**src/common/sar_seq_defs.svh**
```systemverilog
// Purpose: Offsets, fields, channel codes and timing of the converter sequencer
// Assumes: 10 MHz ref_clk
`ifndef SAR_SEQ_DEFS_SVH
`define SAR_SEQ_DEFS_SVH

`define REG_CTRL 8'h26
`define REG_RES_HI 8'h27
`define REG_RES_LO 8'h28
`define REG_AUD_CTRL 8'h46
`define REG_AUD_OUT 8'h48

`define CTRL_START_BIT 7
`define CTRL_SEL_MSB 5
`define RES_BUSY_BIT 7
`define AUD_BUF_ON_BIT 0
`define AUD_COLOR_MSB 4
`define AUD_COLOR_LSB 2
`define AUD_LV_SYNC_BIT 3
`define AUD_HV_SYNC_BIT 4

`define CH_LV_SINK_THREE 6'h0c
`define CH_LV_SINK_FOUR 6'h0d
`define CH_HV_SINK_THREE 6'h13
`define CH_PUMP_OUT 6'h15
`define CH_STEPUP_FB 6'h16
`define CH_JUNCTION_TEMP 6'h17

`define CLK_HZ 10000000
`define CONV_CLK_HZ 1000000
`define SETTLE_US 16
`define CONV_TIME_US 27
`define AUDIO_RATE_HZ 45500
`define AUDIO_SETTLE_TICKS 1
`define SAR_MID 10'h200
`define LED_FULL 8'hff

`endif

```
**src/common/sar_seq_pkg.sv**
```systemverilog
// Purpose: Types shared by the converter sequencer
// Assumes: nothing
// Notes: sample width fixed by the converter
package sar_seq_pkg;
	typedef enum logic [1:0] {ST_IDLE, ST_SETTLE, ST_BITS, ST_DONE} sar_state_e;
	typedef logic [9:0] sample_t;
endpackage

```
**src/common/sample_stream_if.sv**
```systemverilog
// Purpose: Valid/ready stream of converter samples
// Assumes: one clock
// Notes: data stands while valid and not ready
`timescale 1ns/100ps
`default_nettype none
interface sample_stream_if #(parameter int W = 10) ();
	logic valid;
	logic ready;
	logic [W-1:0] data;
	modport src (output valid, output data, input ready);
	modport snk (input valid, input data, output ready);
endinterface
`default_nettype wire

```
**src/sample_fifo.sv**
```systemverilog
// Purpose: Sample FIFO with registered output stage
// Assumes: DEPTH a power of two
// Notes: in.ready drops when full
`timescale 1ns/100ps
`default_nettype none
module sample_fifo #(
	parameter int WIDTH = 10,
	parameter int DEPTH = 16
) (
	input wire logic ref_clk,
	input wire logic resetn,
	sample_stream_if.snk in_s,
	sample_stream_if.src out_s
);
	localparam int AW = $clog2(DEPTH);
	logic [WIDTH-1:0] mem [DEPTH];
	logic [AW-1:0] wp_r, wp_nxt, rp_r, rp_nxt;
	logic [AW:0] cnt_r, cnt_nxt;
	logic ov_r, ov_nxt;
	logic [WIDTH-1:0] od_r, od_nxt;
	logic push, load;

	if (DEPTH < 2 || (1 << AW) != DEPTH || WIDTH != $bits(in_s.data))
		$error("sample_fifo: bad DEPTH or WIDTH");

	assign in_s.ready = cnt_r != (AW+1)'(DEPTH);
	assign out_s.valid = ov_r;
	assign out_s.data = od_r;

	always_comb begin
		push = in_s.valid && in_s.ready;
		load = (cnt_r != '0) && (!ov_r || out_s.ready);
		wp_nxt = push ? wp_r + 1'b1 : wp_r;
		rp_nxt = load ? rp_r + 1'b1 : rp_r;
		cnt_nxt = cnt_r + (AW+1)'(push) - (AW+1)'(load);
		ov_nxt = load ? 1'b1 : (out_s.ready ? 1'b0 : ov_r);
		od_nxt = load ? mem[rp_r] : od_r;
	end

	always_ff @(posedge ref_clk) begin
		if (push) begin
			mem[wp_r] <= in_s.data;
		end
	end

	always_ff @(posedge ref_clk or negedge resetn) begin
		if (!resetn) begin
			wp_r <= '0;
			rp_r <= '0;
			cnt_r <= '0;
			ov_r <= 1'b0;
			od_r <= '0;
		end else begin
			wp_r <= wp_nxt;
			rp_r <= rp_nxt;
			cnt_r <= cnt_nxt;
			ov_r <= ov_nxt;
			od_r <= od_nxt;
		end
	end
endmodule // sample_fifo
`default_nettype wire

```
**src/audio_colour_map.sv**
```systemverilog
// Purpose: Maps audio sample amplitude to colour and brightness
// Assumes: samples centred on mid-scale
// Notes: outputs registered, held until led_ready
`timescale 1ns/100ps
`default_nettype none
`include "sar_seq_defs.svh"
module audio_colour_map
	import sar_seq_pkg::*;
(
	input wire logic ref_clk,
	input wire logic resetn,
	sample_stream_if.snk smp_s,
	input wire logic [2:0] colour_sel,
	input wire logic lv_sync,
	input wire logic hv_sync,
	input wire logic led_ready,
	output logic led_valid,
	output logic [7:0] led_level,
	output logic [2:0] lv_rgb_en,
	output logic [2:0] hv_rgb_en
);
	logic v_r, v_nxt;
	logic [7:0] lvl_r, lvl_nxt;
	logic [2:0] lv_r, lv_nxt, hv_r, hv_nxt;
	sample_t amp;
	logic [7:0] bright;
	logic [2:0] rgb;

	assign smp_s.ready = !v_r || led_ready;
	assign led_valid = v_r;
	assign led_level = lvl_r;
	assign lv_rgb_en = lv_r;
	assign hv_rgb_en = hv_r;

	always_comb begin
		amp = (smp_s.data >= `SAR_MID) ? smp_s.data - `SAR_MID : `SAR_MID - smp_s.data;
		bright = amp[9] ? `LED_FULL : amp[8:1];
		rgb = colour_sel;
		if (colour_sel == 3'h0) begin
			case (bright[7:5])
				3'h0: rgb = 3'h0;
				3'h1: rgb = 3'h1;
				3'h2: rgb = 3'h2;
				3'h3: rgb = 3'h3;
				3'h4: rgb = 3'h6;
				3'h5: rgb = 3'h4;
				default: rgb = 3'h7;
			endcase
		end
		v_nxt = v_r;
		lvl_nxt = lvl_r;
		lv_nxt = lv_r;
		hv_nxt = hv_r;
		if (smp_s.valid && smp_s.ready) begin
			v_nxt = 1'b1;
			lvl_nxt = (colour_sel == 3'h0) ? `LED_FULL : bright;
			lv_nxt = lv_sync ? rgb : 3'h0;
			hv_nxt = hv_sync ? rgb : 3'h0;
		end else if (led_ready) begin
			v_nxt = 1'b0;
		end
	end

	always_ff @(posedge ref_clk or negedge resetn) begin
		if (!resetn) begin
			v_r <= 1'b0;
			lvl_r <= '0;
			lv_r <= '0;
			hv_r <= '0;
		end else begin
			v_r <= v_nxt;
			lvl_r <= lvl_nxt;
			lv_r <= lv_nxt;
			hv_r <= hv_nxt;
		end
	end
endmodule // audio_colour_map
`default_nettype wire

```
**src/sar_converter_sequencer.sv**
```systemverilog
// Purpose: Successive-approximation sequencer with registers and audio mode
// Assumes: 10 MHz ref_clk, comparator high when input at or above DAC
// Notes: audio samples flow through a FIFO to the colour mapper
`timescale 1ns/100ps
`default_nettype none
`include "sar_seq_defs.svh"
module sar_converter_sequencer
	import sar_seq_pkg::*;
#(
	parameter int FIFO_DEPTH = 16
) (
	input wire logic ref_clk,
	input wire logic resetn,
	input wire logic [7:0] reg_addr,
	input wire logic reg_wr,
	input wire logic reg_rd,
	input wire logic [7:0] reg_wdata,
	output logic [7:0] reg_rdata,
	input wire logic cmp_in,
	output logic [9:0] dac_code,
	output logic [5:0] mux_code,
	output logic prescale_en,
	output logic temp_sense_en,
	output logic sample_hold,
	output logic conv_active,
	output logic audio_amp_en,
	input wire logic led_ready,
	output logic led_valid,
	output logic [7:0] led_level,
	output logic [2:0] lv_rgb_en,
	output logic [2:0] hv_rgb_en
);
	// ----------------------------------------
	// Timing
	// ----------------------------------------
	localparam int DIV = `CLK_HZ / `CONV_CLK_HZ;
	localparam logic [4:0] SETTLE_TICKS = 5'(`SETTLE_US * (`CONV_CLK_HZ / 1000000));
	localparam logic [4:0] CONV_TICKS = 5'(`CONV_TIME_US * (`CONV_CLK_HZ / 1000000));
	localparam logic [4:0] AUD_SETTLE = 5'(`AUDIO_SETTLE_TICKS);
	localparam int AUD_PER = `CLK_HZ / `AUDIO_RATE_HZ;
	localparam logic [3:0] DIV_LAST = 4'(DIV - 1);
	localparam logic [7:0] AUD_LAST = 8'(AUD_PER - 1);

	if (DIV < 2 || DIV > 16 || AUD_PER > 256 || AUD_PER < 13 * DIV)
		$error("sar_converter_sequencer: clock ratios out of range");
	if (CONV_TICKS != SETTLE_TICKS + 5'd11)
		$error("sar_converter_sequencer: conversion time mismatch");

	sample_stream_if #(.W(10)) push_s ();
	sample_stream_if #(.W(10)) map_s ();

	logic [3:0] div_r, div_nxt;
	logic [7:0] aud_r, aud_nxt;
	logic tick, aud_tick;
	logic cmp_meta_r, cmp_sync_r;
	logic [5:0] sel_r, sel_nxt;
	logic buf_on_r, buf_on_nxt;
	logic [2:0] colour_r, colour_nxt;
	logic lv_sync_r, lv_sync_nxt, hv_sync_r, hv_sync_nxt;
	logic busy_r, busy_nxt;
	sample_t result_r, result_nxt;
	logic [7:0] rdata_r, rdata_nxt;
	sar_state_e st_r, st_nxt;
	logic [4:0] cnt_r, cnt_nxt;
	logic [3:0] bit_r, bit_nxt;
	sample_t trial_r, trial_nxt;
	logic aud_conv_r, aud_conv_nxt;
	logic aud_pend_r, aud_pend_nxt;
	logic [5:0] mux_r, mux_nxt;
	logic push_r, push_nxt;
	sample_t push_d_r, push_d_nxt;
	logic audio_mode, sw_start, aud_start, ctrl_wr;

	// ----------------------------------------
	// Clock enables and comparator sync
	// ----------------------------------------
	always_comb begin
		tick = div_r == DIV_LAST;
		div_nxt = tick ? 4'h0 : div_r + 4'h1;
		aud_tick = aud_r == AUD_LAST;
		aud_nxt = aud_tick ? 8'h0 : aud_r + 8'h1;
	end

	always_ff @(posedge ref_clk or negedge resetn) begin
		if (!resetn) begin
			div_r <= '0;
			aud_r <= '0;
			cmp_meta_r <= 1'b0;
			cmp_sync_r <= 1'b0;
		end else begin
			div_r <= div_nxt;
			aud_r <= aud_nxt;
			cmp_meta_r <= cmp_in;
			cmp_sync_r <= cmp_meta_r;
		end
	end

	// ----------------------------------------
	// Register file
	// ----------------------------------------
	always_comb begin
		audio_mode = lv_sync_r || hv_sync_r;
		ctrl_wr = reg_wr && reg_addr == `REG_CTRL;
		// Trigger ignored while busy or in audio mode
		sw_start = ctrl_wr && reg_wdata[`CTRL_START_BIT] && !busy_r && !audio_mode;
		sel_nxt = sel_r;
		buf_on_nxt = buf_on_r;
		colour_nxt = colour_r;
		lv_sync_nxt = lv_sync_r;
		hv_sync_nxt = hv_sync_r;
		if (ctrl_wr) begin
			sel_nxt = reg_wdata[`CTRL_SEL_MSB:0];
		end
		if (reg_wr && reg_addr == `REG_AUD_CTRL) begin
			buf_on_nxt = reg_wdata[`AUD_BUF_ON_BIT];
			colour_nxt = reg_wdata[`AUD_COLOR_MSB:`AUD_COLOR_LSB];
		end
		if (reg_wr && reg_addr == `REG_AUD_OUT) begin
			lv_sync_nxt = reg_wdata[`AUD_LV_SYNC_BIT];
			hv_sync_nxt = reg_wdata[`AUD_HV_SYNC_BIT];
		end
		rdata_nxt = rdata_r;
		if (reg_rd) begin
			case (reg_addr)
				`REG_CTRL: rdata_nxt = {2'b00, sel_r};
				`REG_RES_HI: rdata_nxt = {busy_r, result_r[9:3]};
				`REG_RES_LO: rdata_nxt = {5'h00, result_r[2:0]};
				`REG_AUD_CTRL: rdata_nxt = {3'h0, colour_r, 1'b0, buf_on_r};
				`REG_AUD_OUT: rdata_nxt = {3'h0, hv_sync_r, lv_sync_r, 3'h0};
				default: rdata_nxt = 8'h00;
			endcase
		end
	end

	always_ff @(posedge ref_clk or negedge resetn) begin
		if (!resetn) begin
			sel_r <= '0;
			buf_on_r <= 1'b0;
			colour_r <= '0;
			lv_sync_r <= 1'b0;
			hv_sync_r <= 1'b0;
			rdata_r <= '0;
		end else begin
			sel_r <= sel_nxt;
			buf_on_r <= buf_on_nxt;
			colour_r <= colour_nxt;
			lv_sync_r <= lv_sync_nxt;
			hv_sync_r <= hv_sync_nxt;
			rdata_r <= rdata_nxt;
		end
	end

	// ----------------------------------------
	// Conversion sequencer
	// ----------------------------------------
	always_comb begin
		// Next audio sample waits for FIFO room
		aud_start = st_r == ST_IDLE && aud_pend_r && audio_mode && push_s.ready && !push_r;
		st_nxt = st_r;
		cnt_nxt = cnt_r;
		bit_nxt = bit_r;
		trial_nxt = trial_r;
		aud_conv_nxt = aud_conv_r;
		mux_nxt = mux_r;
		busy_nxt = busy_r;
		result_nxt = result_r;
		push_nxt = push_r && !push_s.ready;
		push_d_nxt = push_d_r;
		aud_pend_nxt = (aud_pend_r || (aud_tick && audio_mode)) && !aud_start;
		case (st_r)
			ST_IDLE: begin
				if (sw_start) begin
					st_nxt = ST_SETTLE;
					cnt_nxt = 5'h0;
					aud_conv_nxt = 1'b0;
					mux_nxt = sel_nxt;
					busy_nxt = 1'b1;
				end else if (aud_start) begin
					st_nxt = ST_SETTLE;
					cnt_nxt = 5'h0;
					aud_conv_nxt = 1'b1;
					mux_nxt = `CH_LV_SINK_FOUR;
				end
			end
			ST_SETTLE: begin
				if (tick) begin
					if (cnt_r == (aud_conv_r ? AUD_SETTLE : SETTLE_TICKS) - 5'h1) begin
						st_nxt = ST_BITS;
						bit_nxt = 4'h9;
						trial_nxt = `SAR_MID;
					end else begin
						cnt_nxt = cnt_r + 5'h1;
					end
				end
			end
			ST_BITS: begin
				if (tick) begin
					trial_nxt[bit_r] = cmp_sync_r;
					if (bit_r == 4'h0) begin
						st_nxt = ST_DONE;
					end else begin
						bit_nxt = bit_r - 4'h1;
						trial_nxt[bit_r - 4'h1] = 1'b1;
					end
				end
			end
			ST_DONE: begin
				if (tick) begin
					st_nxt = ST_IDLE;
					if (aud_conv_r) begin
						push_nxt = 1'b1;
						push_d_nxt = trial_r;
					end else begin
						result_nxt = trial_r;
						busy_nxt = 1'b0;
					end
				end
			end
			default: st_nxt = ST_IDLE;
		endcase
	end

	always_ff @(posedge ref_clk or negedge resetn) begin
		if (!resetn) begin
			st_r <= ST_IDLE;
			cnt_r <= '0;
			bit_r <= '0;
			trial_r <= '0;
			aud_conv_r <= 1'b0;
			aud_pend_r <= 1'b0;
			mux_r <= '0;
			busy_r <= 1'b0;
			result_r <= '0;
			push_r <= 1'b0;
			push_d_r <= '0;
		end else begin
			st_r <= st_nxt;
			cnt_r <= cnt_nxt;
			bit_r <= bit_nxt;
			trial_r <= trial_nxt;
			aud_conv_r <= aud_conv_nxt;
			aud_pend_r <= aud_pend_nxt;
			mux_r <= mux_nxt;
			busy_r <= busy_nxt;
			result_r <= result_nxt;
			push_r <= push_nxt;
			push_d_r <= push_d_nxt;
		end
	end

	// ----------------------------------------
	// Audio path
	// ----------------------------------------
	assign push_s.valid = push_r;
	assign push_s.data = push_d_r;

	sample_fifo #(.WIDTH(10), .DEPTH(FIFO_DEPTH)) u_fifo (
		.ref_clk(ref_clk),
		.resetn(resetn),
		.in_s(push_s),
		.out_s(map_s)
	);

	audio_colour_map u_map (
		.ref_clk(ref_clk),
		.resetn(resetn),
		.smp_s(map_s),
		.colour_sel(colour_r),
		.lv_sync(lv_sync_r),
		.hv_sync(hv_sync_r),
		.led_ready(led_ready),
		.led_valid(led_valid),
		.led_level(led_level),
		.lv_rgb_en(lv_rgb_en),
		.hv_rgb_en(hv_rgb_en)
	);

	// ----------------------------------------
	// Outputs
	// ----------------------------------------
	assign reg_rdata = rdata_r;
	assign dac_code = trial_r;
	assign mux_code = mux_r;
	assign prescale_en = mux_r == `CH_LV_SINK_THREE || mux_r == `CH_LV_SINK_FOUR
		|| mux_r == `CH_PUMP_OUT;
	assign temp_sense_en = mux_r == `CH_JUNCTION_TEMP;
	assign sample_hold = st_r == ST_SETTLE;
	assign conv_active = st_r != ST_IDLE;
	assign audio_amp_en = buf_on_r;
endmodule // sar_converter_sequencer
`default_nettype wire

```
**config.mk**
```make
export PLATFORM = sky130hd
export DESIGN_NAME = sar_converter_sequencer
export DESIGN_NICKNAME = d
export VERILOG_FILES = /design/src/common/sar_seq_pkg.sv /design/src/common/sample_stream_if.sv /design/src/sample_fifo.sv /design/src/audio_colour_map.sv /design/src/sar_converter_sequencer.sv
export VERILOG_INCLUDE_DIRS = /design/src /design/src/common
export SDC_FILE = /design/constraint.sdc
export NUM_CORES = 1
export LEC_CHECK = 0
export BUFFER_PORTS_ARGS = -buffer_cell sky130_fd_sc_hd__buf_4
export CAP_MARGIN = 0
export CORE_MARGIN = 5
export CORE_UTILIZATION = 55
export CTS_CLUSTER_SIZE = 16
export DETAILED_ROUTE_END_ITERATION = 8
export PLACE_DENSITY = 0.71
export SLEW_MARGIN = 20
export SYNTH_ARGS = -nofsm -noshare
export SYNTH_HDL_FRONTEND = slang
export SYNTH_HIERARCHICAL = 1
export SYNTH_SLANG_ARGS = --single-unit
export TNS_END_PERCENT = 5
```
**constraint.sdc**
```tcl
create_clock -name ref_clk -period 7.1 [get_ports ref_clk]
set_input_delay 0.71 -clock ref_clk [delete_from_list [all_inputs] [get_ports ref_clk]]
set_output_delay 0.71 -clock ref_clk [all_outputs]
set_load 0.01 [all_outputs]
```
==> results of run 1 <==
state kept, by name (all words and copies together) (netlist names), 4 cells and up:
signal and flops:
u_fifo/wp_r 4, push_d_r 10, bit_r 4, reg_rdata 8, sel_r 6, cnt_r 5, aud_r 8, u_map/led_level 8
div_r 4, mux_code 6, result_r 10, u_fifo/out_s.data 10, u_fifo/rp_r 4, u_fifo/cnt_r 5, dac_code 10, u_fifo/mem 160
metal layers:
metal / track usage / vias up / part of all wire / routed length [um]
met5: 0 / - / 0.00051 / 13
met4: 0.0587 / 2 / 0.029 / 725
met3: 0.0372 / 51 / 0.061 / 1540
met2: 0.318 / 220 / 0.48 / 12300
met1: 0.287 / 3685 / 0.43 / 10800
li1: - / 3436 / - / -
cell families (layout without fill, tap and decap cells):
family / Yosys count / in the layout / share of synthesized area
AOI/OAI and AO/OA: 161 / 161 / 0.0844
xor gates and xnor gates: 22 / 22 / 0.0156
adders and majority gates: 25 / 25 / 0.0259
buffers and inverters: 86 / 175 / 0.0282
DFF: 284 / 284 / 0.638
muxes: 93 / 93 / 0.120
and+or+nand+nor: 201 / 201 / 0.0874
per-stage QoR:
step           total power [mW]  hold WS, ns  cell area, um^2
6_report                   4.77        0.116            14100
5_1_grt                    5.03        0.154            14100
4_1_cts                    4.81        0.120            14100
3_5_place_dp               3.35        0.346            13200
3_3_place_gp               3.32        0.335            13200
2_1_floorplan              3.01        0.331            12400
area by class of cell:
| cell class | count | share of cell area |
|---|---|---|
| sequential | 284 | 0.561 |
| multi-input combinational | 502 | 0.297 |
| clock buffer | 43 | 0.0604 |
| timing repair buffer | 71 | 0.0381 |
| tap | 285 | 0.0253 |
| inverter | 48 | 0.0128 |
| clock inverter | 13 | 0.00577 |
power by group through the flow:
| stage | clock network (mW) | registers (mW) | logic [mW] |
|---|---|---|---|
| final | 1.44 | 2.07 | 1.26 |
| after CTS | 1.48 | 2.06 | 1.27 |
| after detailed placement | 0 | 2.10 | 1.25 |
| after global placement | 0 | 2.09 | 1.23 |
| after floorplan | 0 | 2.01 | 1.00 |
| after global routing | 1.55 | 2.09 | 1.39 |
cell usage in the layout, fill, tap and decap left out, drive strengths merged, types with 5 or more instances in the layout:
cell type  Yosys  layout
nor2          47      47
a21oi         34      34
nand3         24      24
nor4b          6       6
a22o           6       6
a21o          12      12
xnor2         14      14
xor2           8       8
and3           5       5
mux2          35      35
dfrtp        124     124
clkinv         0      10
nand2b         9       9
inv           48      49
o22ai         24      24
nor4           8       8
mux4          41      41
nor3b          5       5
and2          10      10
nand2         49      49
o21ai         38      38
ha            24      24
buf           11      71
a211oi        10      10
nor3           7       7
edfxtp       160     160
clkbuf        27      43
a31oi          5       5
mux2i         17      17
worst max-delay path, stage by stage, from the launching register on:
cell	delay (ns)
dfrtp_1	0.38
inv_1	0.08
ha_1	0.17
nor4b_1	0.33
nand2b_1	0.79
inv_2	0.13
ha_1	0.31
inv_1	0.05
ha_1	0.15
inv_1	0.06
fa_1	0.41
inv_1	0.08
a21oi_1	0.06
o21bai_1	0.15
xnor2_1	0.13
final timing paths:
check                                start         endpoint  slack [ns]  cells past startpoint
max                        u_fifo/cnt_r[2]  u_fifo/cnt_r[4]        3.74                     14
min                                 resetn   u_fifo/rp_r[0]        0.12                      1
max reg2reg                u_fifo/cnt_r[2]  u_fifo/cnt_r[4]        3.74                     14
min reg2reg                     cmp_meta_r       cmp_sync_r        0.35                      0
max in group asynchronous           resetn         cnt_r[3]        5.69                      2
min in group ref_clk                cmp_in       cmp_meta_r        0.27                      1
==> reports/results.ini, run 1 <==
[outcome]
outcome = finished, final reports clean

[place]
dpl.hpwl_mm = 16.7
port_buffers = 64
globalplace.congestion = 0.889
dp.cells = 1190
dp_slack_ns = 3.64

[yosys]
synth_top_area_frac = 0.388
synth_nets = 919
yosys-top-cells-area = edfxtp_1 (39%), dfrtp_1 (25%), mux4_2 (7.5%)
syn_avg_cell_area_um2 = 14.2
synth_cell_types = 75
netlist_area_um2 = 12400
yosysSeqAreaShare = 0.638
synth_edf_count = 160
synth_warnings = 6
synth.most_common_cell = edfxtp_1
ys.flop_type = edfxtp_1
synthCells = 872
ys_ff_latch = 284
synth_commonest_cells = edfxtp_1 (160), dfrtp_1 (124), nand2_1 (49)
async_flop_share = 0.437
synth_area_leader_cell = edfxtp_1

[detailed_routing]
viasPerCell = 5.93
dr.pass1.iters = 7
drc_errors = 0
wl_mm = 25.3
wire_per_inst_um = 20.3
drt-initial-drc-count = 653
dr_total_vias = 7394
route.antenna.remaining_nets = 0

[worst_setup_path]
worst-setup-path-type = flip-flop to flip-flop
crit_path_max_fanout = 22
worst_setup_path_end_kind = flip-flop
start_kind = flip-flop
required_ns = 7.56
crit_arrival_ns = 3.81

[clock_network]
cts.sinks = 284
clk_latency_ns = 0.54
cts_tree = built
htree_levels = 1
cts-resized-gates = 0
cts_buffers = 30
ctsHoldBuffers = 0
postCtsSetupRepairBufs = 0
clkTransAtPathRegs_ns = 0.06
clockRootBuffer = clkbuf_16
cts_max_path_buffers = 3

[grt]
grt_pass1_wl_mm = 41.3
antenna_found_initial = 1
overflow = 0
grt_max_degree = 74
track_usage = 0.200
grt_pass1_vias = 7489

[sta]
setup_ws_ns = 3.74
max_freq_ghz = 0.298
setup_violations = 0
rsz0062_at_grt = no
period_share = 0.473
min_period_ns = 3.36
slew_headroom = 0.243
finalMaxSlewViolations = 0
finalHoldViolCount = 0
worst_slew_pin_slew_ns = 1.13
setup_tns_ns = 0
skew_ns = 0.0148

[pwr]
p_comb_frac = 0.264
leakage_nw = 5.39
p_per_area_nw_per_um2 = 338
power_switching_mw = 1.48
p_seq_frac = 0.433
p_sw_frac = 0.311
power.share.clock = 0.303
peakVddDrop_v = 0.000255
p_int_mw = 3.29

[finish]
fillers = 1641
synthToLayoutAreaGrowth_pct = 13.8
fin_util = 0.628
multiInputGateArea_um2 = 4180
ff_latch_area_um2 = 7910
drive_gt1_frac = 0.221
antennaDiodeCount = 0
final-instance-count-excl-fill = 1246
layout.nets = 984

[floorplanning]
core_um2 = 22400
start_util = 0.552
fp.dieArea_um2 = 25600
pin_count = 66
die_w_um = 160
rows = 55
die_y_um = 160

[hold_path]
hp-class = input port to asynchronous set/reset pin

[run]
maxCapViolations = 0

Power figures use the tool's default switching activity.
==> run 2, diff against run 1 <==
--- a/config.mk
+++ b/config.mk
@@ -6,13 +6,14 @@
 export SDC_FILE = /design/constraint.sdc
 export NUM_CORES = 1
 export LEC_CHECK = 0
+export ABC_AREA = 1
 export BUFFER_PORTS_ARGS = -buffer_cell sky130_fd_sc_hd__buf_4
 export CAP_MARGIN = 0
 export CORE_MARGIN = 5
 export CORE_UTILIZATION = 55
 export CTS_CLUSTER_SIZE = 16
 export DETAILED_ROUTE_END_ITERATION = 8
-export PLACE_DENSITY = 0.71
+export PLACE_DENSITY = 0.74
 export SLEW_MARGIN = 20
 export SYNTH_ARGS = -nofsm -noshare
 export SYNTH_HDL_FRONTEND = slang
==> constraint.sdc (replaced) <==
create_clock -name ref_clk -period 2.7 [get_ports ref_clk]
set_input_delay 0.27 -clock ref_clk [delete_from_list [all_inputs] [get_ports ref_clk]]
set_output_delay 0.27 -clock ref_clk [all_outputs]
set_load 0.01 [all_outputs]
==> reports/results.ini, run 2 <==
[yosys]
synth_edf_count = 160
synth.most_common_cell = nand2_1
synth_nets = 1507
synth_warnings = 6
synth_cell_types = 42
yosysSeqAreaShare = 0.593
synth_area_leader_cell = edfxtp_1
synth_top_area_frac = 0.360
yosys-top-cells-area = edfxtp_1 (36%), dfrtp_1 (23%), nand2_1 (13%)
synth_commonest_cells = nand2_1 (468), inv_1 (230), nand3_1 (169)
syn_avg_cell_area_um2 = 9.13
ys.flop_type = edfxtp_1
netlist_area_um2 = 13300
synthCells = 1460
ys_ff_latch = 284
async_flop_share = 0.437

[worst_setup_path]
required_ns = 3.12
r2r_cells = 12
r2r_slack_ns = 0.27
rr_startpoint = u_fifo/cnt_r[3]
path_cells = inv_1 -> ha_1 -> nand4_1 -> nand2_1 -> ha_1 -> inv_1 -> ha_1 -> inv_1 -> fa_1 -> o21ai_0 -> a21oi_1 -> xor2_1
slowest_delay_ns = 0.40
worst_setup_path_end_kind = flip-flop
crit_path_max_fanout = 4
slowest_stage = fa_1
worst-setup-path-type = flip-flop to flip-flop
crit_arrival_ns = 2.85
timing.rr.end = u_fifo/cnt_r[4]
start_kind = flip-flop

[finish]
fin_util = 0.632
ff_latch_area_um2 = 7910
regMostFlops = u_fifo/mem
layout.nets = 1591
drive_gt1_frac = 0.116
synthToLayoutAreaGrowth_pct = 14.3
multiInputGateArea_um2 = 4230
largest_reg_flops = 160
final_common_cell = nand2_1
final_cell_mix = nand2_1 (468), inv_1 (230), nand3_1 (169)
antennaDiodeCount = 0
fillers = 1965
final-instance-count-excl-fill = 1892
design_area_um2 = 15200

[grt]
overflow = 0
grt_pass1_wl_mm = 48.1
track_usage = 0.211
antenna_found_initial = 0
grt_max_degree = 83
grt_pass1_vias = 9611

[place]
dpl_cell_area_um2 = 14200
dp.cells = 1831
dpl.hpwl_mm = 19.0
globalplace.congestion = 0.886
port_buffers = 64
dp_slack_ns = 0.283

[clock_network]
cts.sinks = 284
cts-resized-gates = 0
postCtsSetupRepairBufs = 0
cts_buffers = 30
htree_levels = 1
cts_tree = built
cts_max_path_buffers = 3
clkTransAtPathRegs_ns = 0.06
clockRootBuffer = clkbuf_16
ctsHoldBuffers = 5
clk_latency_ns = 0.55

[pwr]
peakVddDrop_v = 0.000987
leakage_nw = 7.30
p_per_area_nw_per_um2 = 944
finalPower_mw = 14.4

[outcome]
outcome = finished, final reports clean

[sta]
min_period_ns = 2.43
setup_violations = 0
hold_ws_ns = 0.0155
rsz0062_at_grt = no
skew_ns = 0.00810
finalMaxSlewViolations = 0
setup_tns_ns = 0
max_freq_ghz = 0.411
worst_slew_pin_slew_ns = 0.808
finalHoldViolCount = 0
setup_ws_ns = 0.269
period_share = 0.901
slew_headroom = 0.461

[detailed_routing]
wire_per_inst_um = 15.5
drt-initial-drc-count = 744
dr_total_vias = 9735
drc_errors = 0
route.antenna.remaining_nets = 0
wl_mm = 29.4
viasPerCell = 5.15
dr.pass1.iters = 5

[run]
maxCapViolations = 0

[floorplanning]
core_um2 = 24100
fp.dieArea_um2 = 27400
rows = 57
die_w_um = 166
die_y_um = 166
start_util = 0.553
pin_count = 66

[hold_path]
hp-class = input port to flip-flop
hold_end = u_map/led_valid
min_from = led_ready
min_path_cells = 4

==> run 2: final cells by class <==
type                    instances  area share
clock buffers                  42      0.0583
multi-input cells             891       0.278
flip-flops and latches        284       0.519
well taps                     324      0.0266
clock inverters                14     0.00821
inverters                     240      0.0595
repair buffers                 97      0.0503
==> run 2: metal layers <==
metal	wire, um	part of all wire	track usage
met5	0	0	0
met4	858	0.029	0.0710
met3	1530	0.052	0.0265
met2	14300	0.49	0.356
met1	12700	0.43	0.287
==> run 2: cell families (layout without fill, tap and decap cells) <==
| group | after synthesis | in the layout | synth area share |
|---|---|---|---|
| simple gates | 750 | 750 | 0.243 |
| buf+inv | 285 | 393 | 0.0892 |
| flops | 284 | 284 | 0.593 |
| compound gates | 102 | 102 | 0.0409 |
| fa+ha+maj | 25 | 25 | 0.0240 |
| xor+xnor | 14 | 14 | 0.00920 |
==> run 2: worst max-delay path by stage <==
stage	start	endpoint	slack, ns	cells past startpoint
floorplan	u_fifo/cnt_r[3]	u_fifo/cnt_r[4]	0.25	14
global placement	u_fifo/cnt_r[2]	u_fifo/cnt_r[4]	0.36	12
detailed placement	u_fifo/cnt_r[2]	u_fifo/cnt_r[4]	0.28	12
CTS	u_fifo/cnt_r[2]	u_fifo/cnt_r[4]	0.28	12
global route	u_fifo/cnt_r[2]	u_fifo/cnt_r[4]	0.08	12
finish	u_fifo/cnt_r[3]	u_fifo/cnt_r[4]	0.27	12
==> run 2: report_power, final <==
group | switching, mW | internal, mW | leakage [nW]
registers | 0.376 | 4.95 | 3.09
logic | 3.29 | 1.63 | 3.70
clock network | 1.65 | 2.48 | 0.502
==> run 2: critical path: cells and delay by family, from the launching register on <==
kind | cells | cell delay, ns
adders and majority gates | 4 | 1.06
DFF | 1 | 0.36
AOI/OAI and AO/OA | 2 | 0.31
and+or+nand+nor | 2 | 0.26
buffers and inverters | 3 | 0.19
xor gates and xnor gates | 1 | 0.14
==> run 3, diff against run 2 <==
--- a/config.mk
+++ b/config.mk
@@ -10,13 +10,12 @@
 export BUFFER_PORTS_ARGS = -buffer_cell sky130_fd_sc_hd__buf_4
 export CAP_MARGIN = 0
 export CORE_MARGIN = 5
-export CORE_UTILIZATION = 55
+export CORE_UTILIZATION = 45
 export CTS_CLUSTER_SIZE = 16
 export DETAILED_ROUTE_END_ITERATION = 8
-export PLACE_DENSITY = 0.74
+export PLACE_DENSITY = 0.62
 export SLEW_MARGIN = 20
 export SYNTH_ARGS = -nofsm -noshare
 export SYNTH_HDL_FRONTEND = slang
-export SYNTH_HIERARCHICAL = 1
 export SYNTH_SLANG_ARGS = --single-unit
 export TNS_END_PERCENT = 5
==> reports/results.ini, run 3 <==
[worst_setup_path]
start_kind = flip-flop
crit_arrival_ns = 2.58
worst-setup-path-type = flip-flop to flip-flop
timing.rr.end = u_fifo.mem[12][2]
crit_path_max_fanout = 10
r2r_cells = 7
path_cells = inv_1 -> ha_1 -> nand4_1 -> nand2_1 -> clkinv_1 -> nand2_1 -> nor2_1
required_ns = 2.89
r2r_slack_ns = 0.31
slowest_delay_ns = 0.79
startpoint = u_fifo.cnt_r[2]
critPathCapture = u_fifo.mem[12][2]
worst_setup_path_end_kind = flip-flop
worst_path_most_repeated_cell = nand2_1
rr_startpoint = u_fifo.cnt_r[2]
slowest_stage = nor2_1

[sta]
slew_headroom = 0.326
max_freq_ghz = 0.419
finalHoldViolCount = 0
worst_slew_pin_slew_ns = 1.01
min_period_ns = 2.39
rsz0062_at_grt = no
finalMaxSlewViolations = 0
setup_tns_ns = 0
setup_violations = 0
skew_ns = 0.0347
period_share = 0.884

[outcome]
outcome = finished, final reports clean

[grt]
grt_pass1_vias = 8634
track_usage = 0.183
grt_pass1_wl_mm = 45.8
grt_max_degree = 50
antenna_found_initial = 0
overflow = 0

[yosys]
synth_edf_count = 160
yosysSeqAreaShare = 0.635
synth_cell_types = 45
ys.flop_type = edfxtp_1
synth_top_area_frac = 0.386
async_flop_share = 0.437
synth_nets = 1273
synth.most_common_cell = nand2_1
synthCells = 1226
yosys-top-cells-area = edfxtp_1 (39%), dfrtp_1 (25%), o21ai_0 (6.5%)
syn_avg_cell_area_um2 = 10.2
ys_ff_latch = 284
synth_commonest_cells = nand2_1 (208), nor2_1 (188), o21ai_0 (162)
netlist_area_um2 = 12500
synth_warnings = 0
synth_area_leader_cell = edfxtp_1

[detailed_routing]
dr.pass1.iters = 5
viasPerCell = 5.13
wl_mm = 28.4
drc_errors = 0
dr_total_vias = 8750
routed-wl-met3_mm = 1.37
route.antenna.remaining_nets = 0
wl_met2_mm = 13.4
top_layer = met4
drt-initial-drc-count = 741
wire_per_inst_um = 16.7
drt-met1-wl_mm = 13.0

[floorplanning]
fp.dieArea_um2 = 31100
die_w_um = 176
start_util = 0.452
rows = 61
die_y_um = 176
core_um2 = 27600
pin_count = 66

[clock_network]
clk_latency_ns = 0.57
cts_buffers = 30
cts.sinks = 284
cts_tree = built
clkTransAtPathRegs_ns = 0.06
clockRootBuffer = clkbuf_16
htree_levels = 1
cts-resized-gates = 0
cts_max_path_buffers = 3
postCtsSetupRepairBufs = 0
ctsHoldBuffers = 8

[pwr]
leakage_nw = 5.58
p_seq_frac = 0.407
power.share.clock = 0.349
peakVddDrop_v = 0.000618
p_comb_frac = 0.244
p_int_mw = 8.67
power_switching_mw = 3.97
p_sw_frac = 0.314
p_per_area_nw_per_um2 = 870

[hold_path]
hp-class = input port to flip-flop
min_from = reg_wdata[5]

[place]
dp.cells = 1640
dpl.hpwl_mm = 18.8
port_buffers = 64
globalplace.congestion = 0.906

[finish]
final-instance-count-excl-fill = 1704
synthToLayoutAreaGrowth_pct = 16.6
final_cell_mix = nand2_1 (208), nor2_1 (188), o21ai_0 (162)
drive_gt1_frac = 0.111
antennaDiodeCount = 0
regMostFlops = u_fifo.mem
layout.nets = 1349
final_common_cell = nand2_1
largest_reg_flops = 160

[run]
maxCapViolations = 0

==> run 3: cell count changes in the layout (fill, tap and decap cells not counted), moves of 42 or more <==
| cell | delta |
|---|---|
| inv_1 | -118 |
| nand2_1 | -260 |
| nand3_1 | -117 |
| nor2_1 | +124 |
| o211ai_1 | +42 |
| o21ai_0 | +109 |
==> run 3: logic make-up (layout without fill, tap and decap cells) <==
group           count (synthesis)  count (layout)  synth area share
xor+xnor                       18              18            0.0127
fa+ha+maj                      25              25            0.0257
mux                             1               1          0.000904
simple gates                  482             482             0.158
flops                         284             284             0.635
buf+inv                       162             262            0.0516
compound gates                254             254             0.116
==> run 3: how the worst min path moves through the flow <==
| stage | endpoint | slack (ns) | cells past startpoint |
|---|---|---|---|
| floorplan | aud_conv_r | -0.03 | 0 |
| global placement | u_map.led_level[5] | 0.30 | 1 |
| detailed placement | u_map.led_level[6] | 0.32 | 1 |
| CTS | sel_r[5] | 0.06 | 4 |
| global route | sel_r[5] | 0.11 | 4 |
| finish | sel_r[5] | 0.09 | 4 |
==> run 3: critical path: cells and delay by family (launching register included) <==
family,cells,cell delay [ns]
simple gates,4,1.25
flops,1,0.35
fa+ha+maj,1,0.21
buf+inv,2,0.20
==> run 3: per-layer routing <==
layer  global-route usage  vias up
li1                     -     4309
met1                0.262     4184
met2                0.297      211
met3               0.0248       46
met4               0.0480        0
met5                    0        -
==> run 3: area by class of cell <==
cell class                      count  area, um^2
Tap cell                          378         473
Clock buffer                       36         783
Fill cell                        2424       13000
Inverter                          116         435
Clock inverter                     20         287
Sequential cell                   284        7910
Multi-Input combinational cell    780        3910
Timing Repair Buffer               90         733
==> run 3: power by group through the flow <==
stage | combinational (mW) | sequential, mW | clock [mW]
after floorplan | 2.07 | 5.13 | 0
after global placement | 3.05 | 5.23 | 0
after detailed placement | 3.10 | 5.24 | 0
after CTS | 3.12 | 5.15 | 4.48
after global routing | 3.49 | 5.19 | 4.67
final | 3.09 | 5.15 | 4.40
==> run 3: through the flow <==
| step | instance area, um^2 | total power, mW | setup slack [ns] | hold slack, ns | util |
|---|---|---|---|---|---|
| 2_1_floorplan | 12500 | 7.20 | 0.239 | -0.0256 | - |
| 3_3_place_gp | 13400 | 8.29 | 0.324 | 0.301 | 0.486 |
| 3_5_place_dp | 13400 | 8.33 | 0.272 | 0.316 | 0.486 |
| 4_1_cts | 14500 | 12.8 | 0.263 | 0.0647 | 0.527 |
| 5_1_grt | 14500 | 13.3 | 0.0826 | 0.107 | 0.527 |
| 6_report | 14500 | 12.6 | 0.312 | 0.0858 | 0.527 |
